[src/design/acs_pkg.sv]
package acs_pkg;

	// ------------------------------------------------------------
	// register indices (byte address is four times the index)
	// ------------------------------------------------------------
	localparam logic [5:0] IDX_CTRL_ONE   = 6'h34;
	localparam logic [5:0] IDX_CTRL_TWO   = 6'h35;
	localparam logic [5:0] IDX_RESULT_LOW = 6'h36;
	localparam logic [5:0] IDX_RESULT_HI  = 6'h37;

	// ------------------------------------------------------------
	// field positions
	// ------------------------------------------------------------
	localparam int CTRL1_TRIG_BIT  = 7;
	localparam int CTRL1_MODE_HI   = 6;
	localparam int CTRL1_MODE_LO   = 5;
	localparam int CTRL1_AIN_BIT   = 4;
	localparam int CTRL1_CHAN_HI   = 3;
	localparam int CTRL2_DONE_BIT  = 7;
	localparam int CTRL2_BUSY_BIT  = 6;
	localparam int CTRL2_TIME_HI   = 2;

	// ------------------------------------------------------------
	// modes, reset values, bus answers
	// ------------------------------------------------------------
	localparam logic [1:0] MODE_OFF    = 2'h0;
	localparam logic [1:0] MODE_SINGLE = 2'h1;
	localparam logic [1:0] MODE_REPEAT = 2'h3;
	localparam logic [3:0] RST_CHAN    = 4'h0;
	localparam logic [2:0] RST_TIME    = 3'h0;
	localparam logic [9:0] RST_RESULT  = 10'h000;
	localparam logic [1:0] RESP_OKAY   = 2'h0;
	localparam logic [1:0] RESP_SLVERR = 2'h2;

	// ------------------------------------------------------------
	// conversion times in clock periods
	// ------------------------------------------------------------
	localparam logic [10:0] CYC_T0 = 11'd39;
	localparam logic [10:0] CYC_T1 = 11'd78;
	localparam logic [10:0] CYC_T2 = 11'd156;
	localparam logic [10:0] CYC_T3 = 11'd312;
	localparam logic [10:0] CYC_T4 = 11'd624;
	localparam logic [10:0] CYC_T5 = 11'd1248;

	// reserved codes fall back to the slowest, safest setting
	function automatic logic [10:0] conv_cycles(input logic [2:0] code);
		unique case (code)
			3'h0:    conv_cycles = CYC_T0;
			3'h1:    conv_cycles = CYC_T1;
			3'h2:    conv_cycles = CYC_T2;
			3'h3:    conv_cycles = CYC_T3;
			3'h4:    conv_cycles = CYC_T4;
			default: conv_cycles = CYC_T5;
		endcase
	endfunction

	typedef enum logic [1:0] {
		ST_IDLE = 2'b01,
		ST_CONV = 2'b10
	} acs_state_t;

endpackage

[src/design/acs_sequencer.sv]
// Design decisions made here: the AXI4-Lite interface to the registers and the address map.
`timescale 1ns/1ps
// ------------------------------------------------------------
// conversion sequencer with axi4-lite register slave
// ------------------------------------------------------------
module acs_sequencer
(
	input  wire logic        i_clk_sys,
	input  wire logic        i_reset_n,
	// axi4-lite slave
	input  wire logic [7:0]  i_s_axi_awaddr,
	input  wire logic        i_s_axi_awvalid,
	output logic             o_s_axi_awready,
	input  wire logic [31:0] i_s_axi_wdata,
	input  wire logic [3:0]  i_s_axi_wstrb,
	input  wire logic        i_s_axi_wvalid,
	output logic             o_s_axi_wready,
	output logic [1:0]       o_s_axi_bresp,
	output logic             o_s_axi_bvalid,
	input  wire logic        i_s_axi_bready,
	input  wire logic [7:0]  i_s_axi_araddr,
	input  wire logic        i_s_axi_arvalid,
	output logic             o_s_axi_arready,
	output logic [31:0]      o_s_axi_rdata,
	output logic [1:0]       o_s_axi_rresp,
	output logic             o_s_axi_rvalid,
	input  wire logic        i_s_axi_rready,
	// analog side
	input  wire logic [9:0]  i_conv_result,
	input  wire logic        i_low_power,
	output logic             o_conv_start,
	output logic [3:0]       o_channel_select,
	output logic             o_analog_input_enable,
	output logic             o_ref_connect,
	output logic             o_converter_busy_flag,
	output logic             o_conversion_done_irq
);

	// ------------------------------------------------------------
	// shared decode
	// ------------------------------------------------------------
	function automatic logic is_reg(input logic [7:0] addr, input logic [5:0] idx);
		is_reg = (addr[7:2] == idx) && (addr[1:0] == 2'h0);
	endfunction

	function automatic logic is_mapped(input logic [7:0] addr);
		is_mapped = is_reg(addr, acs_pkg::IDX_CTRL_ONE) || is_reg(addr, acs_pkg::IDX_CTRL_TWO)
		         || is_reg(addr, acs_pkg::IDX_RESULT_LOW) || is_reg(addr, acs_pkg::IDX_RESULT_HI);
	endfunction

	// ------------------------------------------------------------
	// state
	// ------------------------------------------------------------
	acs_pkg::acs_state_t state_ff;
	acs_pkg::acs_state_t nxt_state;
	logic        trig_ff;
	logic [1:0]  mode_ff;
	logic        ain_en_ff;
	logic [3:0]  chan_ff;
	logic [2:0]  time_sel_ff;
	logic        done_ff;
	logic        low_read_ff;
	logic [9:0]  result_ff;
	logic        irq_ff;
	logic [7:0]  aw_addr_ff;
	logic        aw_held_ff;
	logic [7:0]  w_data_ff;
	logic        w_lane0_ff;
	logic        w_held_ff;
	logic        bvalid_ff;
	logic [1:0]  bresp_ff;
	logic        rvalid_ff;
	logic [31:0] rdata_ff;
	logic [1:0]  rresp_ff;
	logic        nxt_trig;
	logic [1:0]  nxt_mode;
	logic        nxt_ain_en;
	logic [3:0]  nxt_chan;
	logic        nxt_done;
	logic        nxt_low_read;
	logic [9:0]  nxt_result;

	// ------------------------------------------------------------
	// bus handshakes
	// ------------------------------------------------------------
	wire aw_take  = i_s_axi_awvalid && o_s_axi_awready;
	wire w_take   = i_s_axi_wvalid && o_s_axi_wready;
	wire wr_fire  = aw_held_ff && w_held_ff && !bvalid_ff;
	wire ar_take  = i_s_axi_arvalid && o_s_axi_arready;
	wire wr_lane  = wr_fire && w_lane0_ff;
	wire wr_ctl1  = wr_lane && is_reg(aw_addr_ff, acs_pkg::IDX_CTRL_ONE);
	wire wr_ctl2  = wr_lane && is_reg(aw_addr_ff, acs_pkg::IDX_CTRL_TWO);
	wire rd_low   = ar_take && is_reg(i_s_axi_araddr, acs_pkg::IDX_RESULT_LOW);
	wire rd_high  = ar_take && is_reg(i_s_axi_araddr, acs_pkg::IDX_RESULT_HI);

	assign o_s_axi_awready = !aw_held_ff && !bvalid_ff;
	assign o_s_axi_wready  = !w_held_ff && !bvalid_ff;
	assign o_s_axi_arready = !rvalid_ff;

	// ------------------------------------------------------------
	// sequencing decisions
	// ------------------------------------------------------------
	wire mode_off   = (mode_ff == acs_pkg::MODE_OFF);
	wire clear_all  = i_low_power || mode_off;
	wire mode_ok    = (mode_ff == acs_pkg::MODE_SINGLE) || (mode_ff == acs_pkg::MODE_REPEAT);
	wire start_go   = (state_ff == acs_pkg::ST_IDLE) && trig_ff && mode_ok && !i_low_power;
	wire timer_exp;
	wire conv_end   = (state_ff == acs_pkg::ST_CONV) && timer_exp && !clear_all;
	wire keep_old   = low_read_ff && !rd_high;
	wire store      = conv_end && !keep_old;
	wire restart    = conv_end && (mode_ff == acs_pkg::MODE_REPEAT);
	wire timer_load = start_go || restart;

	// next conversion state
	always_comb
	begin
		nxt_state = state_ff;
		unique case (state_ff)
			acs_pkg::ST_IDLE:
				if (start_go)
					nxt_state = acs_pkg::ST_CONV;
			acs_pkg::ST_CONV:
				if (clear_all)
					nxt_state = acs_pkg::ST_IDLE;
				else if (conv_end && !restart)
					nxt_state = acs_pkg::ST_IDLE;
			default:
				nxt_state = acs_pkg::ST_IDLE;
		endcase
	end

	acs_conv_timer u_timer
	(
		.i_clk_sys (i_clk_sys),
		.i_reset_n (i_reset_n),
		.i_load    (timer_load),
		.i_stop    (clear_all),
		.i_limit   (acs_pkg::conv_cycles(time_sel_ff)),
		.o_expire  (timer_exp)
	);

	// ------------------------------------------------------------
	// control register one
	// ------------------------------------------------------------
	// low power wins over any write; trigger, mode and input enable clear, but the channel survives sleep
	always_comb
	begin
		nxt_trig   = trig_ff;
		nxt_mode   = mode_ff;
		nxt_ain_en = ain_en_ff;
		nxt_chan   = chan_ff;
		if (wr_ctl1)
		begin
			nxt_trig   = w_data_ff[acs_pkg::CTRL1_TRIG_BIT];
			nxt_mode   = w_data_ff[acs_pkg::CTRL1_MODE_HI:acs_pkg::CTRL1_MODE_LO];
			nxt_ain_en = w_data_ff[acs_pkg::CTRL1_AIN_BIT];
			nxt_chan   = w_data_ff[acs_pkg::CTRL1_CHAN_HI:0];
		end
		else if (state_ff == acs_pkg::ST_IDLE)
			nxt_trig = 1'b0;
		if (i_low_power)
		begin
			nxt_trig   = 1'b0;
			nxt_mode   = acs_pkg::MODE_OFF;
			nxt_ain_en = 1'b0;
		end
	end

	// ------------------------------------------------------------
	// done flag, read tracking, results
	// ------------------------------------------------------------
	// set beats clear: a completion beats a same-cycle read, but sets no flag while a low-byte read is pending
	always_comb
	begin
		nxt_done     = done_ff;
		nxt_low_read = low_read_ff;
		nxt_result   = result_ff;
		if (clear_all)
		begin
			nxt_done     = 1'b0;
			nxt_low_read = 1'b0;
			nxt_result   = acs_pkg::RST_RESULT;
		end
		else
		begin
			if (store)
			begin
				nxt_done   = 1'b1;
				nxt_result = i_conv_result;
			end
			else if (rd_high || start_go)
				nxt_done = 1'b0;
			if (rd_high)
				nxt_low_read = 1'b0;
			else if (rd_low)
				nxt_low_read = 1'b1;
		end
	end

	// core registers
	always_ff @(posedge i_clk_sys)
	begin
		if (!i_reset_n)
		begin
			state_ff    <= acs_pkg::ST_IDLE;
			trig_ff     <= 1'b0;
			mode_ff     <= acs_pkg::MODE_OFF;
			ain_en_ff   <= 1'b0;
			chan_ff     <= acs_pkg::RST_CHAN;
			time_sel_ff <= acs_pkg::RST_TIME;
			done_ff     <= 1'b0;
			low_read_ff <= 1'b0;
			result_ff   <= acs_pkg::RST_RESULT;
			irq_ff      <= 1'b0;
		end
		else
		begin
			state_ff    <= nxt_state;
			trig_ff     <= nxt_trig;
			mode_ff     <= nxt_mode;
			ain_en_ff   <= nxt_ain_en;
			chan_ff     <= nxt_chan;
			time_sel_ff <= wr_ctl2 ? w_data_ff[acs_pkg::CTRL2_TIME_HI:0] : time_sel_ff;
			done_ff     <= nxt_done;
			low_read_ff <= nxt_low_read;
			result_ff   <= nxt_result;
			irq_ff      <= store;
		end
	end

	// ------------------------------------------------------------
	// write channel
	// ------------------------------------------------------------
	// address and data latch independently, so either may come first
	always_ff @(posedge i_clk_sys)
	begin
		if (!i_reset_n)
		begin
			aw_addr_ff <= 8'h00;
			aw_held_ff <= 1'b0;
			w_data_ff  <= 8'h00;
			w_lane0_ff <= 1'b0;
			w_held_ff  <= 1'b0;
			bvalid_ff  <= 1'b0;
			bresp_ff   <= acs_pkg::RESP_OKAY;
		end
		else
		begin
			if (aw_take)
			begin
				aw_addr_ff <= i_s_axi_awaddr;
				aw_held_ff <= 1'b1;
			end
			else if (wr_fire)
				aw_held_ff <= 1'b0;
			if (w_take)
			begin
				w_data_ff  <= i_s_axi_wdata[7:0];
				w_lane0_ff <= i_s_axi_wstrb[0];
				w_held_ff  <= 1'b1;
			end
			else if (wr_fire)
				w_held_ff <= 1'b0;
			if (wr_fire)
			begin
				bvalid_ff <= 1'b1;
				bresp_ff  <= is_mapped(aw_addr_ff) ? acs_pkg::RESP_OKAY : acs_pkg::RESP_SLVERR;
			end
			else if (i_s_axi_bready)
				bvalid_ff <= 1'b0;
		end
	end

	// ------------------------------------------------------------
	// read channel
	// ------------------------------------------------------------
	wire [7:0] ctl1_view = {trig_ff, mode_ff, ain_en_ff, chan_ff};
	wire [7:0] ctl2_view = {done_ff, o_converter_busy_flag, 3'h0, time_sel_ff};
	wire [7:0] high_view = {6'h00, result_ff[9:8]};
	wire [7:0] rd_byte   =
		is_reg(i_s_axi_araddr, acs_pkg::IDX_CTRL_ONE)   ? ctl1_view :
		is_reg(i_s_axi_araddr, acs_pkg::IDX_CTRL_TWO)   ? ctl2_view :
		is_reg(i_s_axi_araddr, acs_pkg::IDX_RESULT_LOW) ? result_ff[7:0] :
		is_reg(i_s_axi_araddr, acs_pkg::IDX_RESULT_HI)  ? high_view : 8'h00;

	// data are captured at the address handshake, side effects act then too
	always_ff @(posedge i_clk_sys)
	begin
		if (!i_reset_n)
		begin
			rvalid_ff <= 1'b0;
			rdata_ff  <= 32'h00000000;
			rresp_ff  <= acs_pkg::RESP_OKAY;
		end
		else if (ar_take)
		begin
			rvalid_ff <= 1'b1;
			rdata_ff  <= {24'h000000, rd_byte};
			rresp_ff  <= is_mapped(i_s_axi_araddr) ? acs_pkg::RESP_OKAY : acs_pkg::RESP_SLVERR;
		end
		else if (i_s_axi_rready)
			rvalid_ff <= 1'b0;
	end

	// ------------------------------------------------------------
	// outputs
	// ------------------------------------------------------------
	// reference stays open in sleep; software must reprogram on wake
	assign o_ref_connect         = ain_en_ff && !i_low_power;
	assign o_conv_start          = timer_load;
	assign o_channel_select      = chan_ff;
	assign o_analog_input_enable = ain_en_ff;
	assign o_converter_busy_flag = (state_ff == acs_pkg::ST_CONV);
	assign o_conversion_done_irq = irq_ff;
	assign o_s_axi_bvalid        = bvalid_ff;
	assign o_s_axi_bresp         = bresp_ff;
	assign o_s_axi_rvalid        = rvalid_ff;
	assign o_s_axi_rdata         = rdata_ff;
	assign o_s_axi_rresp         = rresp_ff;

endmodule

[src/design/acs_conv_timer.sv]
`timescale 1ns/1ps
// ------------------------------------------------------------
// conversion period counter
// ------------------------------------------------------------
module acs_conv_timer
(
	input  wire logic        i_clk_sys,
	input  wire logic        i_reset_n,
	input  wire logic        i_load,
	input  wire logic        i_stop,
	input  wire logic [10:0] i_limit,
	output logic             o_expire
);

	logic [10:0] count_ff;
	logic        run_ff;
	logic [10:0] nxt_count;
	logic        nxt_run;
	wire         last_cyc = run_ff && (count_ff == i_limit - 11'd1);

	// load restarts the count; the last cycle of the period flags expiry
	always_comb
	begin
		nxt_count = count_ff;
		nxt_run   = run_ff;
		if (i_stop)
		begin
			nxt_count = 11'd0;
			nxt_run   = 1'b0;
		end
		else if (i_load)
		begin
			nxt_count = 11'd0;
			nxt_run   = 1'b1;
		end
		else if (last_cyc)
		begin
			nxt_count = 11'd0;
			nxt_run   = 1'b0;
		end
		else if (run_ff)
			nxt_count = count_ff + 11'd1;
	end

	always_ff @(posedge i_clk_sys)
	begin
		if (!i_reset_n)
		begin
			count_ff <= 11'd0;
			run_ff   <= 1'b0;
		end
		else
		begin
			count_ff <= nxt_count;
			run_ff   <= nxt_run;
		end
	end

	// load is left out on purpose: a repeat restart is itself driven by expiry
	assign o_expire = last_cyc && !i_stop;

endmodule

[config.mk]
export PLATFORM = sky130hd
export DESIGN_NAME = acs_sequencer
export DESIGN_NICKNAME = d
export VERILOG_FILES = /design/src/design/acs_pkg.sv /design/src/design/acs_sequencer.sv /design/src/design/acs_conv_timer.sv
export SDC_FILE = /design/constraint.sdc
export NUM_CORES = 1
export LEC_CHECK = 0
export BUFFER_PORTS_ARGS = -buffer_cell sky130_fd_sc_hd__buf_2
export CAP_MARGIN = 20
export CORE_ASPECT_RATIO = 1.25
export CORE_MARGIN = 5
export CORE_UTILIZATION = 50
export DETAILED_ROUTE_END_ITERATION = 8
export PLACE_DENSITY_LB_ADDON = 0.08
export RECOVER_POWER = 50
export SLEW_MARGIN = 5
export SYNTH_ARGS = -nofsm -noshare
export SYNTH_HDL_FRONTEND = slang
export SYNTH_SLANG_ARGS = --single-unit
export TNS_END_PERCENT = 50
[constraint.sdc]
create_clock -name i_clk_sys -period 3.4 [get_ports i_clk_sys]
set_input_delay 0.68 -clock i_clk_sys [delete_from_list [all_inputs] [get_ports i_clk_sys]]
set_output_delay 0.68 -clock i_clk_sys [all_outputs]
set_load 0.02 [all_outputs]
==> flow_summary.toml <==
[outcome]
run_status = "finished, final reports clean"

[worst_setup_path]
timing.critical_path.from_type = "flip-flop"
critPathRequiredTime_ps = 2720
timing.rr.end = "u_timer.count_ff[2]"
worst_ep_arrival_time_ps = 2650
timing.critical_path.to_type = "primary output"
regToRegStartpoint = "time_sel_ff[0]"
cp-endpoint = "o_conv_start"
cp_max_fo = 3
worst-setup-path-type = "reg2out"
r2r_setup_slack_ps = 640
timing.critical_path.from = "time_sel_ff[0]"
reg2reg_depth = 9

[timing]
setup_viol = 0
final_max_slew_viol_count = 0
tightestPinTransition_ps = 1340
timing.slew.headroom_pct = 10.8
final_min_period_over_clock_period_pct = 98.0
hold_violation_total_from_the_final_report = 0
fmaxAchievable_mhz = 300
final_hold_slack_ps = 469
post-route-worst-setup-slack_ps = 66.7
timing.clock.skew_ps = 7.43
period_needed_ps = 3330
totalNegativeSetupSlack_ps = 0

[drt]
via_count = 2963
dr.first_iter.drc_count = 123
wirelength_met1_um = 3750
drt-vias-per-instance = 5.22
length_of_the_first_detailed_routing_pass_in_iterations = 4
drt-wirelength-per-cell_um = 14.4
routed_wl_um = 8170
ant_nets = 0
met2_length_um = 3940
drc = 0
highest-signal-layer = "met4"
detailroute.wirelength.met3_um = 359

[synthesis]
number_of_library_cell_types_mapped_by_synthesis = 59
synth.ff_latch_count = 69
seq_area_frac_synth_pct = 39.2
synthesis.area_um2 = 3520
syn_inst = 414
yosysWarnings = 0
post_synth.cell_area_avg_um2 = 8.51
number_of_enable_type_register_cells_in_the_synthesized_netlist = 0
leading_register_cell_type_out_of_synthesis = "dfxtp_1"
synth_async_sr_flop_share_pct = 0

[floorplan]
floorplan.die.width_um = 85.1
die_area_um2 = 8840
fp.coreArea_um2 = 6930
initial_core_util_pct = 50.8
die_h_um = 104
rows = 34
ios = 120

[place]
dpl-instance-area_um2 = 3810
gp_routability_congestion = 0.867
port_buffers = 66
place.detailed.hpwl_um = 5780
placedCellCount = 552
preCtsSetupSlack_ps = 352

[cts]
clock_sink_count = 69
clk_transition_reported_paths_ps = 80
tritoncts = "done"
cts_made_buffers = 9
cts_post_setup_buffers_inserted = 0
h_tree_level_count = 3
clkLatencyLatePin_ps = 340
clockBufferDepth = 2
clock_tree.root_cell = "clkbuf_8"

[pwr]
power.ir.vdd_worst_mv = 0.267
total_power_mw = 1.73
p_per_area_nw_per_um2 = 430
leakage_nw = 1.51

[global_routing]
number_of_antenna_violations_at_the_first_check_in_global_routing = 0
grtUsageTotal_pct = 18.3
maximum_number_of_pins_on_one_net_before_global_route_repair = 41
first_pass_grt_wire_length_um = 13300
number_of_global_route_vias_before_repair = 2844
grt_overflow_total = 0

[cells_and_area]
layout.cell_area.non_filler_um2 = 4020
final_cells = 568
final_net_count = 545
area_growth_pct = 14.1
diodes = 0
drive_above_1_share_pct = 17.4
finalCoreUtilization_pct = 58.0

[worst_hold_path]
hp-class = "reg2reg"

[job]
drv.max_cap_violation_count = 0
cell usage in the layout, fill, tap and decap left out, types with 6 or more instances in the layout:
cell      netlist  routed
dfxtp_1        69      69
nand2_1        50      50
buf_2           7      45
nor2_1         34      34
conb_1          1      26
clkbuf_1       13      22
o21ai_0        21      21
nor2b_1        20      20
a21boi_0       20      20
mux2i_1        17      17
a21oi_1        15      15
nand4_1        13      13
clkbuf_8        0      11
nand3_1         9       9
inv_1           8       8
a22oi_1         8       8
buf_4          28       7
nand2b_1        6       6
xor2_1          6       6
xnor2_1         6       6
timing repair:
item	4_1_cts	5_1_grt
resized for setup	1	4
gates cloned	0	0
hold buffers	0	0
pin swaps	0	3
setup endpoints to repair	1	1
critical path, cell delays in order (launching register included):
cell	delay (ps)
dfxtp_1	320
or3_4	400
ha_2	330
xor2_1	180
o2111ai_1	160
a221oi_2	280
and4_4	270
nand2_1	60
o21ai_2	160
buf_6	140
area by class of cell:
cell class	count	area (um2)
Sequential cell	69	1380
Fill cell	679	2910
Multi-Input combinational cell	311	1900
Inverter	8	30.0
Tap cell	90	113
Timing Repair Buffer	74	368
Clock buffer	12	155
Clock inverter	4	70.1
metal layers:
metal / track usage [%] / up-vias
met5: 0 / -
met4: 7.47 / 0
met3: 3.09 / 13
met2: 30.2 / 75
met1: 23.4 / 1371
li1: - / 1504
power by group:
part           internal (mW)  leakage (nW)  switching, mW
clock                  0.451         0.116          0.311
sequential             0.827         0.560         0.0121
combinational         0.0441         0.835         0.0829
total                   1.32          1.51          0.406
worst min-delay path by stage:
stage	from	to	slack, ps	cells past startpoint
after detailed placement	aw_addr_ff[1]	aw_addr_ff[1]	460	2
after global routing	aw_addr_ff[1]	aw_addr_ff[1]	500	2
after global placement	aw_addr_ff[5]	aw_addr_ff[5]	450	2
after CTS	aw_addr_ff[1]	aw_addr_ff[1]	470	2
final	aw_addr_ff[5]	aw_addr_ff[5]	470	2
after floorplan	aw_addr_ff[5]	aw_addr_ff[5]	440	2
synthesized netlist by cell type (3+ instances only):
cell type / count / area share (%)
buf_4: 28 / 6.0
o21ai_0: 21 / 3.0
nor3b_1: 3 / 0.64
buf_2: 7 / 0.99
nand4_1: 13 / 2.3
a21boi_0: 20 / 4.3
xor2_1: 6 / 1.5
xnor2_1: 6 / 1.5
nor2_1: 34 / 3.6
nand3_1: 9 / 1.3
o211ai_1: 3 / 0.64
mux2i_1: 17 / 4.8
dfxtp_1: 69 / 39
nor2b_1: 20 / 3.6
inv_1: 8 / 0.85
nand2_1: 50 / 5.3
a22oi_1: 8 / 1.7
nand2b_1: 6 / 1.1
nand3b_1: 3 / 0.64
clkbuf_1: 13 / 1.4
a21oi_1: 15 / 2.1
and2_1: 3 / 0.53
nand4b_1: 5 / 1.2
cells by family (layout without fill, tap and decap cells):
logic type,count (synthesis),in the layout,synth area share (%)
buffers and inverters,59,98,9.94
and+or+nand+nor,166,166,24.7
AOI/OAI and AO/OA,86,86,16.3
xor gates and xnor gates,12,12,2.98
DFF,69,69,39.2
other,1,26,0.106
muxes,19,19,6.11
adders and majority gates,2,2,0.710
registers in the layout (all words and copies together), names as in the netlist, 2 cells and up:
signal            flops
o_s_axi_rdata         8
u_timer.count_ff     11
result_ff            10
state_ff              2
mode_ff               2
time_sel_ff           3
aw_addr_ff            8
o_channel_select      4
w_data_ff             8
Note: power is estimated with default switching activity, not from simulation.
